===== src/common/omd_pkg.sv =====
// ---------------------------------------------------------------------------
// shared constants and types of the on-chip memory map decoder
// ---------------------------------------------------------------------------
package omd_pkg;

  // requester slots, index order is also the fixed priority (0 = highest)
  localparam int NUM_REQ     = 5;
  localparam int REQ_PROG    = 0;  // program fetch bus, read only
  localparam int REQ_DREAD   = 1;  // data read bus
  localparam int REQ_DWRITE  = 2;  // data write bus
  localparam int REQ_DMA     = 3;  // dma controller port, 32-bit
  localparam int REQ_USB_LCD = 4;  // usb and lcd dma bus

  // cpu byte address map
  localparam logic [31:0] DPR_CPU_LAST = 32'h0000_ffff;
  localparam logic [31:0] MMR_BYTES    = 32'h0000_00c0;  // 192 bytes
  localparam logic [31:0] SPR_CPU_BASE = 32'h0001_0000;
  localparam logic [31:0] SPR_CPU_LAST = 32'h0004_ffff;
  localparam logic [31:0] ROM_CPU_BASE = 32'h00fe_0000;
  localparam logic [31:0] ROM_CPU_LAST = 32'h00ff_ffff;

  // dma side byte address map
  localparam logic [31:0] DPR_DMA_BASE = 32'h0001_0000;
  localparam logic [31:0] DPR_DMA_LAST = 32'h0001_ffff;
  localparam logic [31:0] SPR_DMA_BASE = 32'h0009_0000;
  localparam logic [31:0] SPR_DMA_LAST = 32'h000c_ffff;

  // field positions inside a byte address
  localparam int WORD_LSB    = 1;   // 16-bit words
  localparam int RAM_WORD_W  = 12;  // 4K words per ram block
  localparam int ROM_WORD_W  = 14;  // 16K words per rom block
  localparam int RAM_BLK_LSB = 13;  // 8K bytes per ram block
  localparam int ROM_BLK_LSB = 15;  // 32K bytes per rom block
  localparam int ROM_BLK_W   = 2;   // four rom blocks
  localparam int BLK_W       = 5;   // up to 32 blocks
  localparam int CNT_W       = 3;

  // accesses each block accepts per cycle
  localparam logic [2:0] DPR_PORTS  = 3'h2;
  localparam logic [2:0] SPR_PORTS  = 3'h1;
  localparam logic [2:0] ROM_PORTS  = 3'h1;
  localparam logic [2:0] FREE_PORTS = 3'h7;

  typedef enum logic [2:0] {
    RGN_NONE, RGN_MMR, RGN_DPR, RGN_SPR, RGN_ROM
  } omd_region_t;

  typedef struct packed {
    logic        valid;
    logic        write;
    logic        wide;
    logic [31:0] addr;
    logic [31:0] wdata;
  } omd_req_t;

  typedef struct packed {
    omd_region_t        region;
    logic [BLK_W-1:0]   block;
    logic [ROM_WORD_W-1:0] word;
  } omd_tgt_t;

  typedef struct packed {
    logic                  valid;
    omd_region_t           region;
    logic [BLK_W-1:0]      block;
    logic [ROM_WORD_W-1:0] word;
    logic                  write;
    logic                  wide;
    logic [31:0]           wdata;
  } omd_cmd_t;

endpackage : omd_pkg


===== src/rtl/omd_decoder.sv =====
// Summary of operation
// - cpu bytes 000000h to 00ffffh decode to the dual port ram region.
// - dual port region is eight blocks of 4K words, chosen by upper bits.
// - each dual port block takes two accesses in one cycle, any mix.
// - dual port region is open to program, data and dma buses.
// - dma sees dual port region at cpu byte address plus 0x10000.
// - lowest 192 bytes of block zero go to cpu mapped registers.
// - rom is four 16K-word blocks at cpu bytes fe0000h to ffffffh.
// - with rom unmap bit clear the top range goes to the rom.
// - with rom unmap bit set the top range is unmapped.
// - hardware reset clears the rom unmap bit.
// - software reset instruction leaves the rom unmap bit alone.
// - rom read only from program and data buses, one word per block per cycle.
// - cpu bytes 010000h to 04ffffh map to 32 single port blocks.
// - each single port block does at most one access per cycle.
// - single port region is open to program, data and dma buses.
// - single port region also open to the usb and lcd dma bus.
// - dma and usb see single port region from 0x90000, 0x2000 per block.
// - each dma port completes one 32-bit transfer per cycle.
`timescale 1ns/100ps

module omd_decoder (
  // clock and reset
  input  wire logic                 core_clk,
  input  wire logic                 reset_n,
  // requests from cpu buses and dma ports, one slot each
  input  wire omd_pkg::omd_req_t    req       [omd_pkg::NUM_REQ],
  // rom unmap bit control from the cpu status word three logic
  input  wire logic                 romUnmapSet,
  input  wire logic                 romUnmapClear,
  // commands toward the memory arrays and register file
  output omd_pkg::omd_cmd_t         cmd       [omd_pkg::NUM_REQ],
  // per slot flow control and error
  output logic                      stall     [omd_pkg::NUM_REQ],
  output logic                      fault     [omd_pkg::NUM_REQ],
  // current rom unmap bit
  output logic                      romUnmap
);
  import omd_pkg::*;

  // ---------------------------------------------------------------------------
  // decode functions
  // ---------------------------------------------------------------------------

  // inclusive byte window test, used by the single port, rom and dma side region checks
  function automatic logic inWindow(
    input logic [31:0] a,
    input logic [31:0] lo,
    input logic [31:0] hi
  );
    inWindow = (a >= lo) && (a <= hi);
  endfunction : inWindow

  // ram target from an offset into a ram region, 8K bytes per block
  function automatic omd_tgt_t ramTarget(
    input omd_region_t rgn,
    input logic [31:0] off
  );
    ramTarget        = '{region: RGN_NONE, block: '0, word: '0};
    ramTarget.region = rgn;
    ramTarget.block  = off[RAM_BLK_LSB +: BLK_W];
    ramTarget.word   = {2'h0, off[WORD_LSB +: RAM_WORD_W]};
  endfunction : ramTarget

  // dual port offset to target, register file claims the bottom bytes
  function automatic omd_tgt_t dprTarget(input logic [31:0] off);
    omd_region_t rgn;
    rgn       = (off < MMR_BYTES) ? RGN_MMR : RGN_DPR;
    dprTarget = ramTarget(rgn, off);
  endfunction : dprTarget

  // rom target, 32K bytes per block and 16-bit words
  function automatic omd_tgt_t romTarget(input logic [31:0] a);
    romTarget        = '{region: RGN_NONE, block: '0, word: '0};
    romTarget.region = RGN_ROM;
    romTarget.block  = {3'h0, a[ROM_BLK_LSB +: ROM_BLK_W]};
    romTarget.word   = a[WORD_LSB +: ROM_WORD_W];
  endfunction : romTarget

  // cpu buses: dual port, single port, then rom when mapped
  function automatic omd_tgt_t cpuTarget(
    input omd_req_t r,
    input int       idx,
    input logic     unmap
  );
    omd_tgt_t t;
    t = '{region: RGN_NONE, block: '0, word: '0};
    if (r.addr <= DPR_CPU_LAST) begin
      t = dprTarget(r.addr);
    end else if (inWindow(r.addr, SPR_CPU_BASE, SPR_CPU_LAST)) begin
      t = ramTarget(RGN_SPR, r.addr - SPR_CPU_BASE);
    end else if (inWindow(r.addr, ROM_CPU_BASE, ROM_CPU_LAST) &&
                 !unmap && !r.write && idx != REQ_DWRITE) begin
      // rom only for reads on cpu buses
      t = romTarget(r.addr);
    end
    // anything else stays unmapped and ends as a fault pulse
    return t;
  endfunction : cpuTarget

  // dma side: controller port reaches both rams, usb and lcd one only
  function automatic omd_tgt_t dmaTarget(
    input omd_req_t r,
    input int       idx
  );
    omd_tgt_t t;
    t = '{region: RGN_NONE, block: '0, word: '0};
    if (idx == REQ_DMA &&
        inWindow(r.addr, DPR_DMA_BASE, DPR_DMA_LAST)) begin
      t = dprTarget(r.addr - DPR_DMA_BASE);
    end else if (inWindow(r.addr, SPR_DMA_BASE, SPR_DMA_LAST)) begin
      t = ramTarget(RGN_SPR, r.addr - SPR_DMA_BASE);
    end
    // the dma side never reaches the rom, it has no path there
    return t;
  endfunction : dmaTarget

  // byte address of a slot to region, block and word
  function automatic omd_tgt_t decodeAddr(
    input omd_req_t r,
    input int       idx,
    input logic     unmap
  );
    if (idx >= REQ_DMA) begin
      decodeAddr = dmaTarget(r, idx);
    end else begin
      decodeAddr = cpuTarget(r, idx, unmap);
    end
  endfunction : decodeAddr

  // accesses that one block of a region accepts per cycle
  function automatic logic [CNT_W-1:0] portsOf(input omd_region_t rgn);
    case (rgn)
      RGN_DPR: portsOf = DPR_PORTS;
      RGN_SPR: portsOf = SPR_PORTS;
      RGN_ROM: portsOf = ROM_PORTS;
      default: portsOf = FREE_PORTS;
    endcase
  endfunction : portsOf

  // two targets hit the same physical block
  function automatic logic sameBlock(input omd_tgt_t a, input omd_tgt_t b);
    sameBlock = (a.region == b.region) && (a.block == b.block);
  endfunction : sameBlock

  // ---------------------------------------------------------------------------
  // state
  // ---------------------------------------------------------------------------

  omd_req_t  hold   [NUM_REQ];  // request parked after losing arbitration
  omd_req_t  cur    [NUM_REQ];  // request competing this cycle
  omd_tgt_t  tgt    [NUM_REQ];
  logic      grant  [NUM_REQ];
  omd_req_t  next_hold [NUM_REQ];

  // ---------------------------------------------------------------------------
  // rom unmap bit
  // ---------------------------------------------------------------------------

  // hardware reset, or romUnmapClear without romUnmapSet, clears it, no other reset reaches this flop
  always_ff @(posedge core_clk or negedge reset_n) begin
    if (!reset_n) begin
      romUnmap <= 1'b0;
    end else if (romUnmapSet) begin
      romUnmap <= 1'b1;
    end else if (romUnmapClear) begin
      romUnmap <= 1'b0;
    end
  end

  // ---------------------------------------------------------------------------
  // select, decode and arbitrate
  // ---------------------------------------------------------------------------

  // a parked request replaces the port input until it is granted
  always_comb begin
    for (int i = 0; i < NUM_REQ; i++) begin
      cur[i] = hold[i].valid ? hold[i] : req[i];
      if (i == REQ_PROG) begin
        cur[i].write = 1'b0; // program bus only fetches
      end
      tgt[i] = decodeAddr(cur[i], i, romUnmap);
    end
  end

  // why arbitration looks like this:
  // - the grant count runs in slot order, so slot 0 always wins first
  // - a dual port block lets two slots through, single port and rom one
  // - register file and unmapped hits never block one another
  // - a loser is parked and its source sees stall, so the port input
  //   is ignored until the parked copy wins; no request is lost or doubled

  // lower index wins a block, count earlier grants on the same block
  always_comb begin
    logic [CNT_W-1:0] used;
    used = '0;
    for (int i = 0; i < NUM_REQ; i++) begin
      used = '0;
      for (int j = 0; j < i; j++) begin
        if (grant[j] && sameBlock(tgt[j], tgt[i])) begin
          used = used + 3'h1;
        end
      end
      grant[i] = cur[i].valid && (used < portsOf(tgt[i].region));
    end
  end

  // losers are parked, winners and idle slots clear the park
  always_comb begin
    for (int i = 0; i < NUM_REQ; i++) begin
      next_hold[i] = '0;
      if (cur[i].valid && !grant[i]) begin
        next_hold[i] = cur[i];
      end
    end
  end

  // ---------------------------------------------------------------------------
  // parked requests and stall
  // ---------------------------------------------------------------------------

  // stall mirrors the park, so it falls on the edge the parked copy wins
  generate
    for (genvar g = 0; g < NUM_REQ; g++) begin : gSlot

      // parked request
      always_ff @(posedge core_clk or negedge reset_n) begin
        if (!reset_n) begin
          hold[g] <= '0;
        end else begin
          hold[g] <= next_hold[g];
        end
      end

      // stall tells the source that its request is parked
      always_ff @(posedge core_clk or negedge reset_n) begin
        if (!reset_n) begin
          stall[g] <= 1'b0;
        end else begin
          stall[g] <= next_hold[g].valid;
        end
      end

    end
  endgenerate

  // ---------------------------------------------------------------------------
  // command and fault outputs
  // ---------------------------------------------------------------------------

  // both outputs stand for exactly one cycle after the winning edge
  generate
    for (genvar g = 0; g < NUM_REQ; g++) begin : gOut

      // granted access goes out one cycle later, one per slot per cycle
      always_ff @(posedge core_clk or negedge reset_n) begin
        if (!reset_n) begin
          cmd[g] <= '0;
        end else begin
          cmd[g].valid  <= grant[g] && (tgt[g].region != RGN_NONE);
          cmd[g].region <= tgt[g].region;
          cmd[g].block  <= tgt[g].block;
          cmd[g].word   <= tgt[g].word;
          cmd[g].write  <= cur[g].write;
          cmd[g].wide   <= cur[g].wide;
          cmd[g].wdata  <= cur[g].wdata;
        end
      end

      // unmapped address, rom write or rom while unmapped
      always_ff @(posedge core_clk or negedge reset_n) begin
        if (!reset_n) begin
          fault[g] <= 1'b0;
        end else begin
          fault[g] <= grant[g] && (tgt[g].region == RGN_NONE);
        end
      end

    end
  endgenerate

endmodule : omd_decoder


===== config.mk =====
export PLATFORM = sky130hd
export DESIGN_NAME = omd_decoder
export DESIGN_NICKNAME = d
export VERILOG_FILES = /design/src/common/omd_pkg.sv /design/src/rtl/omd_decoder.sv
export SDC_FILE = /design/constraint.sdc
export NUM_CORES = 1
export LEC_CHECK = 0
export BUFFER_PORTS_ARGS = -buffer_cell sky130_fd_sc_hd__buf_2
export CORE_MARGIN = 5
export CORE_UTILIZATION = 30
export CTS_CLUSTER_SIZE = 8
export DETAILED_ROUTE_END_ITERATION = 8
export SYNTH_ARGS = -nofsm -noshare
export SYNTH_HDL_FRONTEND = slang
export SYNTH_SLANG_ARGS = --single-unit

===== constraint.sdc =====
create_clock -name core_clk -period 7.5 [get_ports core_clk]
set_input_delay 0.375 -clock core_clk [delete_from_list [all_inputs] [get_ports core_clk]]
set_output_delay 0.375 -clock core_clk [all_outputs]
set_load 0.05 [all_outputs]

# After elaboration in Yosys (flattened, before gate mapping)
# Index checks and enable logic that the tools add are counted.
dict set report word_totals {
  in_bits 339
  word_cells 256
  reg_bits 625
  out_inout_bits 296
}
dict set report classes {
  n_lt_le_gt_ge 28
  n_reduce_logical 74
  addsub 12
  mux 42
  n_eq_ne 35
}
# cell count
set ops {}
lappend ops {{2-to-1 mux 67 bit} 10}
lappend ops {{2-to-1 mux 22 bit} 6}
lappend ops {{greater-or-equal comparator 32 x 17 -> 1 bit (second input constant)} 4}
lappend ops {{< comparator 32 x 8 -> 1 bit (second input constant)} 4}
lappend ops {{2-to-1 mux 21 bit} 5}
lappend ops {{<= comparator 32 x 16 -> 1 bit (second input constant)} 3}
lappend ops {{<= comparator 32 x 19 -> 1 bit (second input constant)} 3}
lappend ops {{subtractor 18 x 17 -> 18 bit (second input constant)} 5}
lappend ops {{greater-or-equal comparator 32 x 20 -> 1 bit (second input constant)} 2}
lappend ops {{greater-or-equal comparator 32 x 24 -> 1 bit (second input constant)} 2}
lappend ops {{<= comparator 32 x 20 -> 1 bit (second input constant)} 2}
lappend ops {{<= comparator 32 x 24 -> 1 bit (second input constant)} 2}
lappend ops {{logical AND 1 bit} 51}
lappend ops {{equality test 5 bit} 10}
lappend ops {{<= comparator 32 x 17 -> 1 bit (second input constant)} 1}
lappend ops {{subtractor 32 x 17 -> 32 bit (second input constant)} 1}
lappend ops {{equality test 3 x 2 -> 1 bit (second input constant)} 10}
lappend ops {{equality test 3 bit} 10}
lappend ops {{one-hot mux 3 bit (2 select lines)} 5}
lappend ops {{adder 3 x 1 -> 3 bit (second input constant)} 6}
lappend ops {{2-to-1 mux 3 bit} 6}
lappend ops {{equality test 3 bit (second input constant)} 5}
lappend ops {{zero test 3 bit} 5}
lappend ops {{nonzero test 3 bit} 5}
lappend ops {{other kinds (7)} 28}

# Depth between registers and ports, before layout
# Gate-level depths: netlist of run 1.
dict set report logic_depth {
  word_depth 31
  ltp_mapped 38
  ltp_nobuf 33
}

# Worst setup path before layout of run 1
# No wires, ideal clock.
dict set report synth_path {
  kind {register -> register}
  startpoint {reg, netlist name stall[4]}
  endpoint {reg hold[47] in the netlist's numbering}
  path_slack_ns -0.508
  synth_period_minus_slack_ns 8.008
  path_buffers 5
  stages_incl_launch_ff 37
  arrival_time_ns 7.863
  setup_ns 0.145
  required_time_ns 7.355
  cell_sequence {dfrtp_1 -> buf_2 -> buf_2 -> buf_2 -> mux2i_1 -> ha_1 -> or4b_2 -> nor3_1 -> a31oi_1 -> o31ai_1 -> nand3_1 -> o22a_1 -> clkbuf_1 -> xnor2_1 -> nand3_1 -> or4_1 -> o21ai_1 -> nor2_1 -> ha_1 -> ha_1 -> nor2_1 -> nor2_1 -> o2bb2ai_1 -> nor4_2 -> and3_1 -> and3_1 -> ha_1 -> a21oi_1 -> nor2b_1 -> o2111ai_1 -> xnor2_1 -> ha_1 -> a21o_1 -> nor2b_1 -> a31oi_1 -> clkbuf_1 -> a21oi_1}
}
# item line_no
set synth_lines {}
lappend synth_lines {{to (signal, indexed assignment)} omd_decoder.sv:231} ;# hold[g] <= next_hold[g];
lappend synth_lines {{to (decl)} omd_decoder.sv:150} ;# omd_req_t hold [NUM_REQ];

==> results of run 1 <==
==> worst max-delay path, delay by kind of cell, from the launching register on <==
family | cells | cell delay [ps]
muxes | 1 | 150
adders and majority gates | 4 | 920
buffers and inverters | 4 | 600
xor gates and xnor gates | 2 | 290
AOI/OAI and AO/OA | 9 | 1420
and+or+nand+nor | 14 | 3110
DFF | 1 | 530
==> synthesized netlist by cell type, types with 28 or more instances <==
cell and number:
and3_1 41, mux2_2 175, mux2i_1 93, ha_1 28
a21boi_1 31, nor2b_1 80, nand2_1 56, xnor2_1 43
nor4_1 55, nand4_1 30, clkbuf_1 46, a21oi_1 64
dfrtp_1 614, nor2_1 197, nand3_1 35, inv_1 44
nor3_1 35
==> worst max-delay path by stage <==
| stage | endpoint | slack [ps] | cells after the start |
|---|---|---|---|
| CTS | hold[30] | 40 | 33 |
| detailed placement | hold[30] | 70 | 33 |
| global placement | hold[1] | 150 | 33 |
| global route | hold[49] | -60 | 36 |
| finish | hold[49] | 320 | 34 |
| floorplan | hold[54] | 3 | 32 |
==> cell type report <==
class,count,share of cell area
antenna,17,0.00123
clock buffer,98,0.0661
clock inverter,8,0.00350
inverter,47,0.00509
multi-input combinational,1296,0.267
sequential,614,0.443
tap,1070,0.0386
timing repair buffer,913,0.175
==> metrics by stage <==
step	utilization	instances
6_report	0.423	4063
5_1_grt	0.423	4062
4_1_cts	0.415	4022
3_5_place_dp	0.364	3737
3_3_place_gp	0.364	3737
2_1_floorplan	-	2064
==> metal layers <==
layer	routed length, µm	track usage	up-vias	share of wire
li1	-	-	8791	-
met1	34000	0.220	9447	0.41
met2	40000	0.294	646	0.49
met3	5400	0.0462	157	0.066
met4	2670	0.0711	2	0.033
met5	13	0	-	0.00016
==> power groups by stage <==
stage	registers, mW	clock network, mW	logic (mW)
global route	3.46	3.84	0.980
floorplan	3.72	0	0.261
finish	3.46	3.58	0.912
CTS	3.46	3.72	0.894
detailed placement	3.51	0	0.813
global placement	3.51	0	0.812
==> sequential cells by signal, summed over array words and instances (netlist names) <==
signal / flops
cmd: 274
fault: 5
hold: 329
romUnmap: 1
stall: 5
==> cell families after synthesis <==
group                    count (synthesis)  share of synthesized area
flip-flops                             614                      0.621
AO/OA/AOI/OAI                          234                     0.0670
AND/OR/NAND/NOR                        604                      0.127
buffers and inverters                  154                     0.0286
XOR/XNOR                                61                     0.0226
other                                    1                   0.000151
adder cells (fa/ha/maj)                 28                     0.0142
multiplexers                           272                      0.120
==> placed cells by master (no fill, tap or decap), types with 43 or more instances in the layout <==
cell	Yosys	layout
nand2_1	56	55
nor2_1	197	191
inv_1	44	43
nor2b_1	80	78
a21oi_1	64	62
dfrtp_1	614	609
buf_2	22	622
conb_1	1	97
clkbuf_16	0	98
dlygate4sd3_1	0	179
mux2i_1	93	92
nor4_1	55	54
mux2_2	175	173
buf_4	21	87
==> what timing repair did <==
item                                   CTS  global route
buffers inserted                         0            12
hold buffers                           179             0
setup endpoints to repair                0            68
resized for setup                        0            49
endpoints found under the hold margin  248             0
==> flow_summary.json, run 1 <==
{
  "synth.area.top_cells": "dfrtp_1 (62%), mux2_2 (8.0%), mux2i_1 (3.8%)",
  "die_y_um": 297,
  "slew_headroom": 0.352,
  "switchingPower_mw": 2.03,
  "drc": 0,
  "min_to": "hold[57]",
  "p_leak_nw": 16.8,
  "crit_start": "stall[3]",
  "drt_wl_total_mm": 82.1,
  "rr_startpoint": "stall[3]",
  "grt_pass1_vias": 19951,
  "cp.required_ps": 7970,
  "cts-root-buf": "clkbuf_16",
  "post-route-period-util": 0.957,
  "fp.dieW_um": 297,
  "post-place-ws_ps": 70.7,
  "max_freq_mhz": 139,
  "crit_fanout": 8,
  "slowest_stage": "or4_4",
  "peakVddDrop_mv": 0.147,
  "cts_tree": "yes",
  "dp_hpwl_mm": 58.4,
  "synth_top_area_share": 0.621,
  "syn_inst": 1968,
  "yosysTopAreaCell": "dfrtp_1",
  "outcome": "completed",
  "slowest_delay_ps": 570,
  "pwr-share-seq": 0.435,
  "p_int_mw": 5.92,
  "crit_type": "register to register",
  "placed_area_um2": 29800,
  "reg2reg_slack_ps": 320,
  "syn_avg_cell_area_um2": 12.6,
  "num_vias": 19043,
  "ys_types": 92,
  "async_flop_share": 1.00,
  "layout_min_cycle_time_ps": 7180,
  "die_area_um2": 88400,
  "viasPerCell": 4.69,
  "rows": 105,
  "hp-class": "input port to register",
  "syn2layout_area_growth_pct": 40.1,
  "start_util": 0.302,
  "r2r_cells": 34,
  "ff_latch_area_um2": 15400,
  "hp-start": "req[57]",
  "critPathLaunchType": "register",
  "firstDrtPassIters": 5,
  "p_clk_frac": 0.450,
  "grt-ovfl-total": 0,
  "cts.reportedPaths.clkPinSlew_ps": 50,
  "hold_depth": 3,
  "maxCapViolations": 0,
  "synth.cell_area_um2": 24800,
  "cts.htree.levels": 3,
  "fin_hold_ws_ps": 52.4,
  "p_per_area_nw_per_um2": 229,
  "drive_gt1_frac": 0.363,
  "coreArea_um2": 82000,
  "tns_ps": 0,
  "grtUsageTotal": 0.177,
  "drt-initial-drc-count": 1010,
  "multi_input_area_um2": 9260,
  "io_pins": 635,
  "n_fill_cell": 7760,
  "yosysWarnings": 0,
  "cts_buffer_depth": 3,
  "antenna_found_initial": 20,
  "end_kind": "register",
  "seq_area_frac_synth": 0.621,
  "port_buffers": 623,
  "hold_viol": 0,
  "ys_seq_elements": 614,
  "cts_buffers": 88,
  "synth-edff-count": 0,
  "swShare": 0.255,
  "layout_setup_ws_ps": 319,
  "synth_top_flop_cell": "dfrtp_1",
  "grt_pass1_wl_mm": 122,
  "critPathArrivalTime_ps": 7650,
  "p_total_mw": 7.95,
  "r2r-end": "hold[49]",
  "clk_latency_ps": 620,
  "nets": 3327,
  "worst_pin_slew_ps": 972,
  "cts_num_sinks": 614,
  "fin_skew_ps": 22.0,
  "wire_per_inst_um": 20.2,
  "setup_viol": 0,
  "pwr-share-comb": 0.115,
  "final_area_um2": 34700,
  "place_congestion": 0.848,
  "drtAntennaViolNets": 0,
  "grt_max_degree": 158,
  "final_max_slew_viol_count": 0
}
Power figures use the tool's default switching activity.
==> inputs of run 2 (changes only) <==
- CORE_MARGIN: 5 -> 2
==> flow_summary.json, run 2 (synthesized netlist as in run 1, its figures left out) <==
{
  "outcome": "completed",
  "coreArea_um2": 81800,
  "post-route-period-util": 0.962,
  "cts_tree": "yes",
  "syn2layout_area_growth_pct": 40.5,
  "largest_reg_flops": 329,
  "drt_wl_total_mm": 79.0,
  "cts.htree.levels": 3,
  "cts_buffer_depth": 3,
  "critPathLaunchType": "register",
  "reg_top3": "hold: 329 flops, cmd: 274 flops",
  "drtAntennaViolNets": 0,
  "viasPerCell": 4.64,
  "max_freq_mhz": 139,
  "grt_max_degree": 170,
  "crit_start": "stall[4]",
  "drive_gt1_frac": 0.362,
  "hold_viol": 0,
  "crit_fanout": 13,
  "layout_setup_ws_ps": 283,
  "wl_met1_mm": 33.4,
  "cts_buffers": 89,
  "grt-ovfl-total": 0,
  "crit_type": "register to register",
  "n_fill_cell": 7684,
  "p_int_mw": 5.98,
  "met3_length_mm": 5.07,
  "grtUsageTotal": 0.180,
  "critPathArrivalTime_ps": 7720,
  "hp-class": "input port to register",
  "p_total_mw": 8.03,
  "final_core_util": 0.425,
  "antenna_found_initial": 19,
  "rows": 105,
  "p_leak_nw": 16.8,
  "grt_pass1_wl_mm": 117,
  "firstDrtPassIters": 5,
  "cp.required_ps": 8000,
  "crit_path_frequent_cell": "nor2_2",
  "setup_viol": 0,
  "cts_num_sinks": 614,
  "rr_startpoint": "stall[4]",
  "p_clk_frac": 0.457,
  "clk_latency_ps": 630,
  "layout_commonest_cell": "buf_2",
  "dp_hpwl_mm": 54.9,
  "nets": 3333,
  "pwr-share-seq": 0.430,
  "end_kind": "register",
  "die_y_um": 291,
  "routed.top_layer": "met5",
  "fp.dieW_um": 291,
  "slew_headroom": 0.264,
  "worst_pin_slew_ps": 1100,
  "layout_min_cycle_time_ps": 7220,
  "most-common-layout-cells": "buf_2 (623), dfrtp_1 (609), dlygate4sd3_1 (192)",
  "cts-root-buf": "clkbuf_16",
  "io_pins": 635,
  "final_max_slew_viol_count": 0,
  "largest-register": "hold",
  "fin_skew_ps": 18.8,
  "wire_per_inst_um": 19.4,
  "p_per_area_nw_per_um2": 231,
  "num_vias": 18881,
  "cts.reportedPaths.clkPinSlew_ps": 50,
  "die_area_um2": 84800,
  "slowest_delay_ps": 590,
  "drt-initial-drc-count": 925,
  "start_util": 0.302,
  "port_buffers": 623,
  "grt_pass1_vias": 19504,
  "pwr-share-comb": 0.113,
  "peakVddDrop_mv": 0.196,
  "switchingPower_mw": 2.05,
  "post-place-ws_ps": 21.0,
  "place_congestion": 0.840,
  "maxCapViolations": 0,
  "swShare": 0.256,
  "drc": 0,
  "hp-start": "req[75]",
  "slowest_stage": "or4b_2",
  "dr_wl_met2_mm": 37.9
}
## run 2: final cells by class
type                            count  area (µm²)  share of cell area
Clock inverter                      9         178             0.00511
Inverter                           47         176             0.00507
Antenna cell                       16        40.0             0.00115
Multi-Input combinational cell   1296        9260               0.266
Tap cell                         1070        1340              0.0385
Timing Repair Buffer              918        6070               0.174
Sequential cell                   614       15400               0.442
Clock buffer                      101        2350              0.0677
## run 2: power groups by stage
| stage | Sequential, mW | Clock (mW) | Combinational (mW) |
|---|---|---|---|
| after floorplan | 3.72 | 0 | 0.261 |
| after global placement | 3.51 | 0 | 0.807 |
| after detailed placement | 3.51 | 0 | 0.807 |
| after CTS | 3.45 | 3.80 | 0.893 |
| after global routing | 3.46 | 3.95 | 0.981 |
| final | 3.45 | 3.67 | 0.909 |
## run 2: path summary, 6_finish.rpt
check,end,slack (ps),depth (start not counted)
min reg2reg,cmd[249],470,1
max reg2reg,hold[42],280,34
min,cmd[65],50,2
min in group asynchronous,cmd[89],430,2
max,hold[42],280,34
max in group asynchronous,cmd[207],5540,3
## run 2: metrics by stage
stage	setup TNS, ps	instance area [µm²]	std cells	hold slack, ps
finish	0	34800	4071	45.7
global route	-914	34800	4069	18.4
CTS	0	34200	4033	1.34
detailed placement	0	29800	3731	460
global placement	0	29800	3731	456
floorplan	0	25100	2064	79.4
## run 2: repair_timing
action                                  4_1_cts  5_1_grt
hold endpoints to repair                    303        0
setup buffers                                 0       12
resized for setup                             0       47
hold buffers                                192        0
endpoints found under the setup margin        0       69
## run 2: worst max-delay path, delay by kind of cell, from the launching register on
family,cells,cell delay [ps]
AOI/OAI and AO/OA,8,1200
buffers and inverters,2,350
muxes,3,810
and+or+nand+nor,15,3060
adders and majority gates,5,1100
DFF,1,430
xor gates and xnor gates,1,150
## run 2: per-layer routing
metal	global-route usage	vias up
met5	0	-
met4	0.0739	4
met3	0.0429	134
met2	0.294	626
met1	0.228	9347
li1	-	8770
